## src/hw/mcc_pkg.sv

```systemverilog
package mcc_pkg;
  // ==========================================================
  // register map
  localparam int           HOST_AW            = 10;
  localparam logic [9:0]   OFF_MAC_CONTROL    = 10'h154;
  localparam logic [9:0]   OFF_COUNTER_DATA   = 10'h164;
  localparam logic [9:0]   OFF_COUNTER_SELECT = 10'h168;
  localparam logic [31:0]  MAC_CONTROL_RESET  = 32'h0080_0050;
  localparam logic [31:0]  MAC_CONTROL_WMASK  = 32'h0fe3_00f3;
  localparam logic [31:0]  CSEL_WMASK         = 32'h0000_073f;
  // mac_control fields
  localparam int MC_TX_EN      = 27;
  localparam int MC_TX_HALT    = 26;
  localparam int MC_RX_EN      = 25;
  localparam int MC_RX_HALT    = 24;
  localparam int MC_DROP_ERR   = 23;
  localparam int MC_KEEP_STAT  = 22;
  localparam int MC_JUMBO_OK   = 21;
  localparam int MC_SOFT_RST   = 17;
  localparam int MC_LOOPBACK   = 16;
  localparam int MC_PAD_STRIP  = 7;
  localparam int MC_DUPLEX     = 6;
  localparam int MC_SQE        = 5;
  localparam int MC_NO_DEFER   = 4;
  localparam int MC_CRC_STRIP  = 1;
  localparam int MC_NO_CRC_CHK = 0;
  // counter_select_control fields
  localparam int CS_AUTO_INC   = 10;
  localparam int CS_CLR_ON_RD  = 9;
  localparam int CS_WRITE_MODE = 8;
  localparam int CS_SEL_W      = 6;
  localparam int NUM_COUNTERS  = 38;
  // ==========================================================
  // frame figures
  localparam logic [15:0] ERR_WINDOW  = 16'd256;
  localparam logic [15:0] MAX_FRAME   = 16'd1518;
  localparam logic [15:0] HDR_BYTES   = 16'd14;
  localparam logic [15:0] MIN_PAYLOAD = 16'd46;
  localparam logic [15:0] CRC_BYTES   = 16'd4;
  localparam logic [15:0] LEN_HI_IDX  = 16'd12;
  localparam logic [15:0] LEN_LO_IDX  = 16'd13;
  localparam logic [31:0] CRC_INIT    = 32'hffff_ffff;
  localparam logic [31:0] CRC_POLY    = 32'hedb8_8320;
  localparam logic [31:0] CRC_RESIDUE = 32'hdebb_20e3;
  // ==========================================================
  // types
  typedef struct packed {
    logic             stb;
    logic             wr;
    logic [9:0]       addr;
    logic [31:0]      wdata;
  } mcc_host_req_t;
  typedef struct packed {
    logic             valid;
    logic             sof;
    logic             eof;
    logic             err;
    logic [7:0]       data;
  } mcc_strm_t;
  typedef struct packed {
    logic             valid;
    logic             dropped;
    logic             crc_bad;
    logic             too_long;
    logic [15:0]      size;
  } mcc_rx_status_t;
  typedef enum logic [1:0] {TX_IDLE = 2'b01, TX_SEND = 2'b10} mcc_tx_state_t;
  typedef enum logic [2:0] {RX_IDLE = 3'b001, RX_FRAME = 3'b010, RX_FLUSH = 3'b100}
    mcc_rx_state_t;
endpackage : mcc_pkg

```

## src/hw/mcc_mac_ctrl.sv

```systemverilog
`timescale 1ns/1ps
module mcc_mac_ctrl #(
  parameter int NUM_CNT = 38
) (
  input  wire logic               i_clk,
  input  wire logic               i_rst,
  input  mcc_pkg::mcc_host_req_t  i_host,
  output logic [31:0]             o_host_rdata,
  output logic                    o_host_ack,
  input  mcc_pkg::mcc_strm_t      i_tx,
  output logic                    o_tx_ready,
  output mcc_pkg::mcc_strm_t      o_phy_tx,
  input  mcc_pkg::mcc_strm_t      i_phy_rx,
  output mcc_pkg::mcc_strm_t      o_rx,
  output mcc_pkg::mcc_rx_status_t o_rx_status,
  input  wire logic [NUM_CNT-1:0] i_cnt_event,
  output logic                    o_full_duplex,
  output logic                    o_sqe_check_en,
  output logic                    o_deferral_check_en,
  output logic                    o_mac_reinit
);
  import mcc_pkg::*;

  initial begin
    if (NUM_CNT != NUM_COUNTERS) begin
      $error("counter map is fixed at the documented count");
    end
  end

  // ==========================================================
  // host registers
  logic [31:0]    mc_ff;
  logic [31:0]    nxt_mc;
  logic [31:0]    cs_ff;
  logic [31:0]    nxt_cs;
  logic [31:0]    rdata_ff;
  logic [31:0]    nxt_rdata;
  logic           ack_ff;
  logic           cnt_wr;
  logic           cnt_clr;
  logic [31:0]    cnt_rdata;
  logic           hit_mc;
  logic           hit_cd;
  logic           hit_cs;

  always_comb begin
    hit_mc    = i_host.stb && (i_host.addr == OFF_MAC_CONTROL);
    hit_cd    = i_host.stb && (i_host.addr == OFF_COUNTER_DATA);
    hit_cs    = i_host.stb && (i_host.addr == OFF_COUNTER_SELECT);
    nxt_mc    = mc_ff;
    nxt_cs    = cs_ff;
    nxt_rdata = '0;
    cnt_wr    = hit_cd && i_host.wr && cs_ff[CS_WRITE_MODE];
    cnt_clr   = hit_cd && !i_host.wr && !cs_ff[CS_WRITE_MODE]
                && cs_ff[CS_CLR_ON_RD];
    if (hit_mc && i_host.wr) begin
      // soft reset stays as written; hardware never drops it
      nxt_mc = i_host.wdata & MAC_CONTROL_WMASK;
    end
    if (nxt_mc[MC_SOFT_RST]) begin
      nxt_mc[MC_TX_HALT] = 1'b1;
      nxt_mc[MC_RX_HALT] = 1'b1;
      nxt_mc[MC_TX_EN]   = 1'b0;
      nxt_mc[MC_RX_EN]   = 1'b0;
    end
    if (hit_cs && i_host.wr) begin
      nxt_cs = i_host.wdata & CSEL_WMASK;
    end else if (hit_cd && cs_ff[CS_AUTO_INC]) begin
      nxt_cs[CS_SEL_W-1:0] = cs_ff[CS_SEL_W-1:0] + 6'h01;
    end
    if (hit_mc) begin
      nxt_rdata = mc_ff;
    end else if (hit_cd) begin
      nxt_rdata = cnt_rdata;
    end else if (hit_cs) begin
      nxt_rdata = cs_ff;
    end
  end

  always_ff @(posedge i_clk) begin
    if (i_rst) begin
      mc_ff    <= MAC_CONTROL_RESET;
      cs_ff    <= '0;
      rdata_ff <= '0;
      ack_ff   <= 1'b0;
    end else begin
      mc_ff    <= nxt_mc;
      cs_ff    <= nxt_cs;
      rdata_ff <= i_host.wr ? 32'h0000_0000 : nxt_rdata;
      ack_ff   <= i_host.stb;
    end
  end

  mcc_counter_bank #(
    .NUM (NUM_CNT),
    .W   (32),
    .SW  (CS_SEL_W)
  ) u_cnt (
    .i_clk   (i_clk),
    .i_rst   (i_rst),
    .i_event (i_cnt_event),
    .i_sel   (cs_ff[CS_SEL_W-1:0]),
    .i_wr    (cnt_wr),
    .i_wdata (i_host.wdata),
    .i_clr   (cnt_clr),
    .o_rdata (cnt_rdata)
  );

  // ==========================================================
  // mode outputs and soft reset
  logic reinit_ff;
  logic mode_fd_ff;
  logic mode_sqe_ff;
  logic mode_def_ff;
  logic loop_ff;
  logic core_rst;

  always_ff @(posedge i_clk) begin
    if (i_rst) begin
      reinit_ff   <= 1'b0;
      mode_fd_ff  <= 1'b1;
      mode_sqe_ff <= 1'b0;
      mode_def_ff <= 1'b0;
      loop_ff     <= 1'b0;
    end else begin
      reinit_ff   <= mc_ff[MC_SOFT_RST];
      mode_fd_ff  <= mc_ff[MC_DUPLEX];
      mode_sqe_ff <= mc_ff[MC_SQE];
      mode_def_ff <= !mc_ff[MC_NO_DEFER];
      loop_ff     <= mc_ff[MC_LOOPBACK];
    end
  end

  // the data paths re-initialise while soft reset is held
  assign core_rst = i_rst || reinit_ff;

  // ==========================================================
  // transmit side and loopback steering
  mcc_strm_t tx_s;
  mcc_strm_t phy_tx_ff;
  mcc_strm_t lb_ff;
  mcc_strm_t rx_in;

  mcc_tx_gate u_tx (
    .i_clk      (i_clk),
    .i_rst      (core_rst),
    .i_tx_en    (mc_ff[MC_TX_EN]),
    .i_tx_halt  (mc_ff[MC_TX_HALT]),
    .i_tx       (i_tx),
    .o_tx_ready (o_tx_ready),
    .o_tx       (tx_s)
  );

  always_ff @(posedge i_clk) begin
    if (i_rst) begin
      phy_tx_ff <= '0;
      lb_ff     <= '0;
    end else begin
      // in loopback the line stays idle and frames turn back inside
      phy_tx_ff <= loop_ff ? '0 : tx_s;
      lb_ff     <= loop_ff ? tx_s : '0;
    end
  end

  assign rx_in = loop_ff ? lb_ff : i_phy_rx;

  // ==========================================================
  // receive path
  function automatic logic [31:0] crc_byte(input logic [31:0] c, input logic [7:0] d);
    logic [31:0] r;
    r = c ^ {24'h00_0000, d};
    for (int b = 0; b < 8; b++) begin
      r = r[0] ? ((r >> 1) ^ CRC_POLY) : (r >> 1);
    end
    return r;
  endfunction : crc_byte

  mcc_rx_state_t       rx_state_ff;
  mcc_rx_state_t       nxt_rx_state;
  logic [15:0]         cnt_ff;
  logic [15:0]         nxt_cnt;
  logic [31:0]         crc_ff;
  logic [31:0]         nxt_crc;
  logic [15:0]         len_ff;
  logic [15:0]         nxt_len;
  logic [3:0][7:0]     dly_ff;
  logic [3:0][7:0]     nxt_dly;
  logic                early_err_ff;
  logic                nxt_early_err;
  logic                late_err_ff;
  logic                nxt_late_err;
  logic                bad_ff;
  logic                nxt_bad;
  logic [1:0]          flush_ff;
  logic [1:0]          nxt_flush;
  mcc_strm_t           rx_out_ff;
  mcc_strm_t           nxt_rx_out;
  mcc_rx_status_t      stat_ff;
  mcc_rx_status_t      nxt_stat;
  logic                take_byte;
  logic                start;
  logic [15:0]         idx;
  logic [15:0]         oidx;
  logic [15:0]         total;
  logic [15:0]         limit;
  logic [31:0]         crc_n;
  logic                padcut;
  logic                crc_bad;
  logic                too_long;
  logic                dropped;

  always_comb begin
    nxt_rx_state  = rx_state_ff;
    nxt_cnt       = cnt_ff;
    nxt_crc       = crc_ff;
    nxt_len       = len_ff;
    nxt_dly       = dly_ff;
    nxt_early_err = early_err_ff;
    nxt_late_err  = late_err_ff;
    nxt_bad       = bad_ff;
    nxt_flush     = flush_ff;
    nxt_rx_out    = '0;
    nxt_stat      = '0;
    // a new frame is refused while halted; one under way completes
    start         = (rx_state_ff == RX_IDLE) && rx_in.valid && rx_in.sof
                    && mc_ff[MC_RX_EN] && !mc_ff[MC_RX_HALT];
    take_byte     = start || ((rx_state_ff == RX_FRAME) && rx_in.valid);
    idx           = start ? 16'h0000 : cnt_ff;
    oidx          = idx - CRC_BYTES;
    total         = idx + 16'h0001;
    limit         = HDR_BYTES + len_ff;
    crc_n         = crc_byte(start ? CRC_INIT : crc_ff, rx_in.data);
    padcut        = mc_ff[MC_PAD_STRIP] && (len_ff < MIN_PAYLOAD)
                    && (idx > LEN_LO_IDX);
    crc_bad       = !mc_ff[MC_NO_CRC_CHK] && (crc_n != CRC_RESIDUE);
    too_long      = !mc_ff[MC_JUMBO_OK] && (total > MAX_FRAME);
    dropped       = mc_ff[MC_DROP_ERR] && (nxt_early_err
                    || (crc_bad && (total <= ERR_WINDOW)));
    if ((rx_state_ff != RX_IDLE) && !mc_ff[MC_RX_EN]) begin
      // abandon: close the frame downstream as errored, then wait for a sof
      nxt_rx_out.eof = 1'b1;
      nxt_rx_out.err = 1'b1;
      nxt_rx_state   = RX_IDLE;
    end else if (take_byte) begin
      nxt_cnt       = total;
      nxt_crc       = crc_n;
      nxt_early_err = (start ? 1'b0 : early_err_ff)
                      || (rx_in.err && (idx < ERR_WINDOW));
      nxt_late_err  = (start ? 1'b0 : late_err_ff) || rx_in.err;
      if (start) begin
        nxt_len = '0;
      end
      if (idx == LEN_HI_IDX) begin
        nxt_len[15:8] = rx_in.data;
      end
      if (idx == LEN_LO_IDX) begin
        nxt_len[7:0] = rx_in.data;
      end
      // four-byte delay holds back what may turn out to be the crc
      if ((idx >= CRC_BYTES) && !(padcut && (oidx >= limit))) begin
        nxt_rx_out.valid = 1'b1;
        nxt_rx_out.sof   = (oidx == 16'h0000);
        nxt_rx_out.data  = dly_ff[3];
      end
      nxt_dly      = {dly_ff[2:0], rx_in.data};
      nxt_rx_state = RX_FRAME;
      if (rx_in.eof) begin
        nxt_bad           = dropped || crc_bad || too_long || nxt_late_err;
        nxt_stat.valid    = !dropped || mc_ff[MC_KEEP_STAT];
        nxt_stat.dropped  = dropped;
        nxt_stat.crc_bad  = crc_bad;
        nxt_stat.too_long = too_long;
        if (dropped) begin
          nxt_stat.size = '0;
        end else if (padcut) begin
          nxt_stat.size = limit;
        end else if (mc_ff[MC_CRC_STRIP]) begin
          nxt_stat.size = (total > CRC_BYTES) ? oidx + 16'h0001 : '0;
        end else begin
          nxt_stat.size = total;
        end
        if (padcut || mc_ff[MC_CRC_STRIP]) begin
          // crc already checked on crc_n above; its bytes never leave
          nxt_rx_out.eof = 1'b1;
          nxt_rx_out.err = nxt_bad;
          nxt_rx_state   = RX_IDLE;
        end else begin
          nxt_flush    = '0;
          nxt_rx_state = RX_FLUSH;
        end
      end
    end else if (rx_state_ff == RX_FLUSH) begin
      // arrivals during the four flush cycles are not taken
      nxt_rx_out.valid = 1'b1;
      nxt_rx_out.data  = dly_ff[3];
      nxt_dly          = {dly_ff[2:0], 8'h00};
      nxt_flush        = flush_ff + 2'b01;
      if (flush_ff == 2'b11) begin
        nxt_rx_out.eof = 1'b1;
        nxt_rx_out.err = bad_ff;
        nxt_rx_state   = RX_IDLE;
      end
    end
  end

  always_ff @(posedge i_clk) begin
    if (core_rst) begin
      rx_state_ff  <= RX_IDLE;
      cnt_ff       <= '0;
      crc_ff       <= CRC_INIT;
      len_ff       <= '0;
      dly_ff       <= '0;
      early_err_ff <= 1'b0;
      late_err_ff  <= 1'b0;
      bad_ff       <= 1'b0;
      flush_ff     <= '0;
      rx_out_ff    <= '0;
      stat_ff      <= '0;
    end else begin
      rx_state_ff  <= nxt_rx_state;
      cnt_ff       <= nxt_cnt;
      crc_ff       <= nxt_crc;
      len_ff       <= nxt_len;
      dly_ff       <= nxt_dly;
      early_err_ff <= nxt_early_err;
      late_err_ff  <= nxt_late_err;
      bad_ff       <= nxt_bad;
      flush_ff     <= nxt_flush;
      rx_out_ff    <= nxt_rx_out;
      stat_ff      <= nxt_stat;
    end
  end

  // ==========================================================
  // outputs
  assign o_host_rdata        = rdata_ff;
  assign o_host_ack          = ack_ff;
  assign o_phy_tx            = phy_tx_ff;
  assign o_rx                = rx_out_ff;
  assign o_rx_status         = stat_ff;
  assign o_full_duplex       = mode_fd_ff;
  assign o_sqe_check_en      = mode_sqe_ff;
  assign o_deferral_check_en = mode_def_ff;
  assign o_mac_reinit        = reinit_ff;
endmodule : mcc_mac_ctrl

```

## src/hw/mcc_tx_gate.sv

```systemverilog
`timescale 1ns/1ps
module mcc_tx_gate (
  input  wire logic          i_clk,
  input  wire logic          i_rst,
  input  wire logic          i_tx_en,
  input  wire logic          i_tx_halt,
  input  mcc_pkg::mcc_strm_t i_tx,
  output logic               o_tx_ready,
  output mcc_pkg::mcc_strm_t o_tx
);
  import mcc_pkg::*;

  mcc_tx_state_t state_ff;
  mcc_tx_state_t nxt_state;
  logic          ready_ff;
  logic          nxt_ready;
  mcc_strm_t     out_ff;
  mcc_strm_t     nxt_out;
  logic          take;

  // ==========================================================
  // frame gating
  always_comb begin
    take      = ready_ff & i_tx.valid;
    nxt_state = state_ff;
    nxt_out   = '0;
    case (state_ff)
      TX_IDLE: begin
        if (take && i_tx_en && i_tx.sof) begin
          nxt_out = i_tx;
          if (!i_tx.eof) begin
            nxt_state = TX_SEND;
          end
        end
      end
      TX_SEND: begin
        if (!i_tx_en) begin
          // abort marker: no data, end with error so the line stops now
          nxt_out.eof = 1'b1;
          nxt_out.err = 1'b1;
          nxt_state   = TX_IDLE;
        end else if (take) begin
          nxt_out = i_tx;
          if (i_tx.eof) begin
            nxt_state = TX_IDLE;
          end
        end
      end
      default: nxt_state = TX_IDLE;
    endcase
    // halt only refuses a new frame; a frame under way runs to its end
    nxt_ready = i_tx_en && ((nxt_state == TX_SEND) || !i_tx_halt);
  end

  always_ff @(posedge i_clk) begin
    if (i_rst) begin
      state_ff <= TX_IDLE;
      ready_ff <= 1'b0;
      out_ff   <= '0;
    end else begin
      state_ff <= nxt_state;
      ready_ff <= nxt_ready;
      out_ff   <= nxt_out;
    end
  end

  assign o_tx_ready = ready_ff;
  assign o_tx       = out_ff;
endmodule : mcc_tx_gate

```

## src/hw/mcc_counter_bank.sv

```systemverilog
`timescale 1ns/1ps
module mcc_counter_bank #(
  parameter int NUM = 38,
  parameter int W   = 32,
  parameter int SW  = 6
) (
  input  wire logic          i_clk,
  input  wire logic          i_rst,
  input  wire logic [NUM-1:0] i_event,
  input  wire logic [SW-1:0] i_sel,
  input  wire logic          i_wr,
  input  wire logic [W-1:0]  i_wdata,
  input  wire logic          i_clr,
  output logic [W-1:0]       o_rdata
);
  initial begin
    if (NUM < 1 || NUM > (1 << SW)) begin
      $error("counter count does not fit the select field");
    end
  end

  logic [W-1:0] cnt_ff  [NUM];
  logic [W-1:0] nxt_cnt [NUM];

  // ==========================================================
  // counters
  always_comb begin
    for (int k = 0; k < NUM; k++) begin
      nxt_cnt[k] = cnt_ff[k] + {{(W-1){1'b0}}, i_event[k]};
      if (i_sel == SW'(k)) begin
        if (i_wr) begin
          nxt_cnt[k] = i_wdata;
        end else if (i_clr) begin
          // an event landing on the clear still counts
          nxt_cnt[k] = {{(W-1){1'b0}}, i_event[k]};
        end
      end
    end
  end

  always_ff @(posedge i_clk) begin
    for (int k = 0; k < NUM; k++) begin
      if (i_rst) begin
        cnt_ff[k] <= '0;
      end else begin
        cnt_ff[k] <= nxt_cnt[k];
      end
    end
  end

  // selects past the last counter read as zero
  assign o_rdata = (int'(i_sel) < NUM) ? cnt_ff[i_sel] : '0;
endmodule : mcc_counter_bank

```

## config.mk

```make
export PLATFORM = sky130hd
export DESIGN_NAME = mcc_mac_ctrl
export DESIGN_NICKNAME = d
export VERILOG_FILES = /design/src/hw/mcc_pkg.sv /design/src/hw/mcc_mac_ctrl.sv /design/src/hw/mcc_tx_gate.sv /design/src/hw/mcc_counter_bank.sv
export SDC_FILE = /design/constraint.sdc
export NUM_CORES = 2
export LEC_CHECK = 0
export BUFFER_PORTS_ARGS = -buffer_cell sky130_fd_sc_hd__buf_4
export CAP_MARGIN = 20
export CORE_UTILIZATION = 30
export DETAILED_ROUTE_END_ITERATION = 12
export PLACE_DENSITY = 0.42
export SYNTH_ARGS = -nofsm -noshare
export SYNTH_HDL_FRONTEND = slang
export SYNTH_SLANG_ARGS = --single-unit
```

## constraint.sdc

```tcl
create_clock -name i_clk -period 8.7 [get_ports i_clk]
set_clock_uncertainty 0.05 [all_clocks]
set_input_delay 1.74 -clock i_clk [delete_from_list [all_inputs] [get_ports i_clk]]
set_output_delay 1.74 -clock i_clk [all_outputs]
set_load 0.02 [all_outputs]
```

# Yosys cells after proc, flatten, opt, wreduce, memory -nomap -nowiden
# Memory sizes are Yosys's and may differ from the RTL's. A register that Yosys moved wholly into a read port is not among the register bits.
# Cells that the tools add are included.
[totals] ff_bits=237 output_inout_bits=82 romBits=0 n_memories=1 latch_bits=0 elab_cells=505 input_bits=108 ramBits=1216
[mem_list] memory="u_cnt.cnt_ff" depth=38 width=32 read_ports=39 rd_ports_with_merged_regs=1 wr=38 line="mcc_counter_bank.sv:22" source="logic [W-1:0] cnt_ff [NUM];"
[classes] mux=217 n_addsub=44 magnitude_cmp=9 n_eq_ne=53 n_reduce_logical=74 div_mod_pow=0 shift=0 multipliers=0 bitwise_logic=53
[ops] cell="$mux W32" n=165
[ops] cell="$add A32 B1 Y32" n=38
[ops] cell="$not A13 Y14" n=8
[ops] cell="$eq A6 B5 Y1 const B" n=16
[ops] cell="$mux W16" n=5
[ops] cell="$eq A6 B4 Y1 const B" n=8
[ops] cell="$or A1 B1 Y1" n=38
[ops] cell="$eq A6 B6 Y1 const B" n=6
[ops] cell="$mux W12" n=3
[ops] cell="$add A16 B1 Y16 const B" n=2
[ops] cell="$eq A16 B4 Y1 const B" n=2
[ops] cell="$mux W2" n=16
[ops] cell="$mux W8" n=4
[ops] cell="$ne A32 B32 Y1 const B" n=1
[ops] cell="$xor A32 B8 Y32" n=1
[ops] cell="$eq A10 B9 Y1 const B" n=3
[ops] cell="$logic_and A1 B1 Y1" n=29
[ops] cell="$mux W28" n=1
[ops] cell="$mux W27" n=1
[ops] cell="$eq A6 B3 Y1 const B" n=4
[ops] cell="$mux W6" n=4
[ops] cell="$pmux W12 S2" n=1
[ops] cell="$mux W10" n=2
[ops] cell="$mux W3" n=6
[ops] cell="39 further kinds" n=86

# Depth between registers and ports, before layout
[depth] ltp_word=35 mapped_depth=25 mapped_depth_nobuf=16

# By module
# From an unflattened synthesis, not the netlist that was laid out.
[hier_totals] hier_cells=9337 hier_area_um2=82520.4
[modules_own_cells] mod="mcc_counter_bank" seq_area_each_um2=24343.3 cells_per_inst=7883 n_inst=1 area_per_inst_um2=70232.4
[modules_own_cells] mod="mcc_mac_ctrl" seq_area_each_um2=4444.3 cells_per_inst=1399 n_inst=1 area_per_inst_um2=11708.7
[modules_own_cells] mod="mcc_tx_gate" seq_area_each_um2=300.3 cells_per_inst=55 n_inst=1 area_per_inst_um2=579.3

# Least setup slack after synthesis
# No wires, ideal clock.
[synth_path] path_type="input to register" startpoint="in i_phy_rx[11] (netlist bit)" endpoint="reg stat_ff (netlist bit o_rx_status[13])" required_time_ns=8.510 path_stages=22 path_slack_ns=2.379 arrival_ns=6.131 path_cell_list="mux2_4 > nand4_1 > buf_4 > buf_2 > buf_1 > clkbuf_1 > buf_1 > nand2_1 > inv_1 > ha_1 > clkbuf_1 > and4_1 > clkbuf_1 > nand2_1 > nor3_1 > mux2i_1 > a211o_1 > a2111o_1 > nand2_1 > nor2_1 > a22oi_1 > nor4_2"
[synth_between] elab_chain_len=27
[synth_rtl] element="start, declared" line="mcc_mac_ctrl.sv:13" source="input mcc_pkg::mcc_strm_t i_phy_rx,"
[synth_rtl] element="$mux W12 (*)" line="mcc_mac_ctrl.sv:165" source="assign rx_in = loop_ff ? lb_ff : i_phy_rx;"
[synth_rtl] element="$logic_and A1 B1 Y1 (2 in series)" line="mcc_mac_ctrl.sv:225" source="start = (rx_state_ff == RX_IDLE) && rx_in.valid && rx_in.sof"
[synth_rtl] element="$logic_and A1 B1 Y1 (2 in series)" line="mcc_mac_ctrl.sv:226" source="&& mc_ff[MC_RX_EN] && !mc_ff[MC_RX_HALT];"
[synth_rtl] element="$mux W32" line="mcc_mac_ctrl.sv:232" source="crc_n = crc_byte(start ? CRC_INIT : crc_ff, rx_in.data);"
[synth_rtl] element="$xor A32 B8 Y32" line="mcc_mac_ctrl.sv:171" source="r = c ^ {24'h00_0000, d};"
[synth_rtl] element="$not A13 Y14 (no line)"
[synth_rtl] element="$mux W32" line="mcc_mac_ctrl.sv:173" source="r = r[0] ? ((r >> 1) ^ CRC_POLY) : (r >> 1);"
[synth_rtl] element="$mux W32 / $not A13 Y14 (equally long branches)"
[synth_rtl] element="(+9 left out)"
[synth_rtl] element="$not A13 Y14 (no line)"
[synth_rtl] element="$mux W32" line="mcc_mac_ctrl.sv:173"
[synth_rtl] element="$ne A32 B32 Y1" line="mcc_mac_ctrl.sv:235" source="crc_bad = !mc_ff[MC_NO_CRC_CHK] && (crc_n != CRC_RESIDUE);"
[synth_rtl] element="$logic_and A1 B1 Y1" line="mcc_mac_ctrl.sv:235"
[synth_rtl] element="$logic_and A1 B1 Y1" line="mcc_mac_ctrl.sv:238" source="|| (crc_bad && (total <= ERR_WINDOW)));"
[synth_rtl] element="$logic_or A1 B1 Y1" line="mcc_mac_ctrl.sv:238"
[synth_rtl] element="$logic_and A1 B1 Y1" line="mcc_mac_ctrl.sv:237" source="dropped = mc_ff[MC_DROP_ERR] && (nxt_early_err"
[synth_rtl] element="$reduce_or A5 Y1 (no line)"
[synth_rtl] element="end signal, assigned" line="mcc_mac_ctrl.sv:330" source="stat_ff <= nxt_stat;"
[synth_rtl] element="end, declared" line="mcc_mac_ctrl.sv:198" source="mcc_rx_status_t stat_ff;"
# Every way passes the cells marked *; elsewhere a longest branch is shown, timed or not.
# A chain may end at the register's enable or synchronous reset.

# Worst setup path in the final report
[layout_path] startpoint="in i_phy_rx[11] (netlist bit)" endpoint="reg stat_ff (netlist bit o_rx_status[3])"
[layout_rtl] element="$mux W12 (*)" line="mcc_mac_ctrl.sv:165"
[layout_rtl] element="$logic_and A1 B1 Y1 (*) (2 in series)" line="mcc_mac_ctrl.sv:225"
[layout_rtl] element="$logic_and A1 B1 Y1 (*) (2 in series)" line="mcc_mac_ctrl.sv:226"
[layout_rtl] element="$mux W16 (*)" line="mcc_mac_ctrl.sv:228" source="idx = start ? 16'h0000 : cnt_ff;"
[layout_rtl] element="$add A16 B1 Y16 (*)" line="mcc_mac_ctrl.sv:230" source="total = idx + 16'h0001;"
[layout_rtl] element="named net total[0]" line="mcc_mac_ctrl.sv:204" source="logic [15:0] total;"
[layout_rtl] element="$le A16 B9 Y1" line="mcc_mac_ctrl.sv:238"
[layout_rtl] element="$logic_and A1 B1 Y1" line="mcc_mac_ctrl.sv:238"
[layout_rtl] element="$logic_or A1 B1 Y1" line="mcc_mac_ctrl.sv:238"
[layout_rtl] element="$logic_and A1 B1 Y1" line="mcc_mac_ctrl.sv:237"
[layout_rtl] element="$reduce_or A5 Y1 (no line)"
# The timed path passes the listed nets; every way through them passes the cells marked *.

==> flow_summary.toml <==
[die]
io_pins = 190
die_area_um2 = 280000
die_y_um = 529
dieWidth_um = 529
start_util_pct = 30.1
coreArea_um2 = 276000
fp-row-count = 193

[clock_tree]
numCtsBuffers = 187
post_cts_resized = 0
cts_buffer_depth = 4
clock_latency_ns = 0.88
cts.sinks = 1459
clk_root_buffer_cell = "clkbuf_16"
postCtsHoldBufs = 0
postCtsSetupBuffers = 0
cts_tree = "built"
path_clk_slew_ns = 0.06
htree_levels = 4

[finish]
areaGrowthSynthToFinish_pct = 13.6
layout.nets = 9624
drive_gt1_share_pct = 11.8

[synth]
synthDistinctLibCells = 84
synth_top_area_share_pct = 35.1
ys_seq_area_share_pct = 35.1
synth-edff-count = 0
synthTopCellsByArea = "dfxtp_1, a22oi_1, xnor2_1"
yosys_warnings = 0
syn_area_per_cell_um2 = 8.69
syn-cell-area_um2 = 83300
async_reset_ff_share_pct = 0
synth-seq-cells = 1459
synth_nets = 9803
synthFlopType = "dfxtp_1"
syn_inst = 9586
synth_top_area_cell = "dfxtp_1"

[timing]
tns_ns = 0
rsz0062_at_grt = "no"
hold_violations = 0
worstMarginPinSlew_ns = 1.14
whs_ns = 0.385
slew_violations = 0
period_share_pct = 65.5
setup_viol = 0
min_period_ns = 5.70
slew_headroom_pct = 24.1
max_freq_mhz = 175

[setup_path]
critPathMaxStageDelay_ns = 0.72
critPathLaunchType = "input pin"
crit_slowest_cell = "o311a_1"
worstPathMaxFanout = 19
crit_path_cell_trace = "buf_4 > mux2_4 > nand4_1 > buf_4 > nand2_1 > inv_1 > ha_1 > and4_1 > nand2_1 > nor3_1 > mux2i_1 > a211o_1 > a21oi_1 > o211a_1 > o311a_1 > nor4_1"
worstPathRequired_ns = 9.33
worstSetupEndpointType = "register"
worst_ep_arrival_time_ns = 6.33
r2r_slack_ns = 3.11
worst-setup-path-type = "input pin to register"
rr_worst_depth = 16

[min_path]
hold_class = "register to register"
hold_path_depth = 2

[route]
routed_via_density = 5.51
wl_per_cell_um = 25.2
initialDrtViolationCount = 6485
drcViolationCount = 0
vias = 73095
drtAntennaViolNets = 0
wl_um = 335000
drt-pass1-iter-count = 10

[power_and_ir_drop]
ir_drop_uv = 155
p_leak_nw = 32.9
power_density_nw_per_um2 = 163

[placement]
place_congestion = 0.900
hpwl_um = 241000
port_buffers = 189

[job]
drv_cap = 0

[global_routing]
grt_pass1_vias = 69929
grt_usage_pct = 23.3
overflow = 0
grt_max_degree = 219
antenna_found_initial = 24
grt_first_pass_wirelength_um = 491000

[status]
status = "complete, no violations"
==> metal layers <==
layer | up-vias | global-route usage, % | share of wire [%]
met3 | 418 | 2.77 | 5.5
met1 | 36620 | 32.0 | 45
met4 | 2 | 9.47 | 4.3
met5 | - | 0 | 0.0039
li1 | 33861 | - | -
met2 | 2194 | 36.8 | 45
==> per-stage QoR <==
step	power [mW]	util, %	setup slack (ns)	std cells	cell area (µm²)
2_1_floorplan	7.19	-	2.38	9586	83300
3_3_place_gp	7.40	31.8	2.17	12907	87900
3_5_place_dp	7.40	31.9	2.26	12921	88200
6_report	15.4	34.3	3.00	13271	94600
5_1_grt	15.9	34.3	2.65	13264	94600
4_1_cts	15.6	34.2	3.18	13256	94600
==> cell families after synthesis <==
kind of cell | Yosys count | synth area share [%]
compound gates | 1575 | 13.6
xor+xnor | 1297 | 13.8
fa+ha+maj | 109 | 1.64
buf+inv | 807 | 3.80
flops | 1459 | 35.1
mux | 441 | 10.7
simple gates | 3898 | 21.5
==> worst max-delay path: cells and delay by family <==
family | cells | cell delay (ns)
AOI/OAI and AO/OA | 4 | 1.37
adders and majority gates | 1 | 0.34
buffers and inverters | 3 | 0.61
muxes | 2 | 0.45
and+or+nand+nor | 6 | 1.80
==> sequential cells by signal, indices dropped and copies added, names as in the netlist, 2 cells and up, named ones only <==
name and count:
cnt_ff 16, crc_ff 32, cs_ff 9, dly_ff 32
flush_ff 2, lb_ff 12, len_ff 16, mc_ff 15
o_host_rdata 32, o_phy_tx 12, o_rx 12, o_rx_status 20
rx_state_ff 3, u_cnt.cnt_ff 1216, u_tx.o_tx 12, u_tx.state_ff 2
==> report_power, final <==
group	leakage, nW	internal [mW]	switching, mW
combinational	18.0	0.174	0.316
clock	3.10	4.83	3.32
sequential	11.8	6.72	0.0442
==> placed cells by master (no fill, tap or decap), drive strengths merged, types with 109 or more instances in the layout <==
cell and instances:
mux4 352, nand3 498, xnor2 968, nand2 781, nand4 229, xor2 324
ha 109, dfxtp 1459, nor2 1692, and3 217, buf 367, a21oi 146
a22oi 1234, clkbuf 279
==> path summary, 6_finish.rpt <==
kind	startpoint	to
worst min register to register	dly_ff[27]	o_rx[3]
worst min-delay path	dly_ff[27]	o_rx[3]
worst max register to register	loop_ff	o_rx_status[3]
worst max-delay path	i_phy_rx[11]	o_rx_status[3]
==> Yosys cell counts, types with 28 or more instances <==
cell type	n
nand2_1	781
xnor2_1	964
clkbuf_1	627
ha_1	109
nand3_1	498
buf_1	76
xor2_1	324
a21oi_1	145
inv_1	70
dfxtp_1	1459
mux4_2	352
nor3_1	93
nor2b_1	35
nand4_1	229
mux2i_1	77
and2_1	105
and3_1	217
o21ai_0	57
o211ai_1	41
nor4_1	35
a22oi_1	1234
and4_1	104
a31oi_1	28
nor2_1	1690
==> final cells by class <==
| class | count | area, µm² |
|---|---|---|
| fillers | 28401 | 182000 |
| multi-input cells | 7320 | 51100 |
| flip-flops and latches | 1459 | 29200 |
| clock buffers | 279 | 5550 |
| well taps | 3705 | 4640 |
| repair buffers | 367 | 3100 |
| clock inverters | 56 | 774 |
| inverters | 72 | 270 |
| diodes | 13 | 32.5 |
No activity file was read; power rests on OpenSTA's default activity.
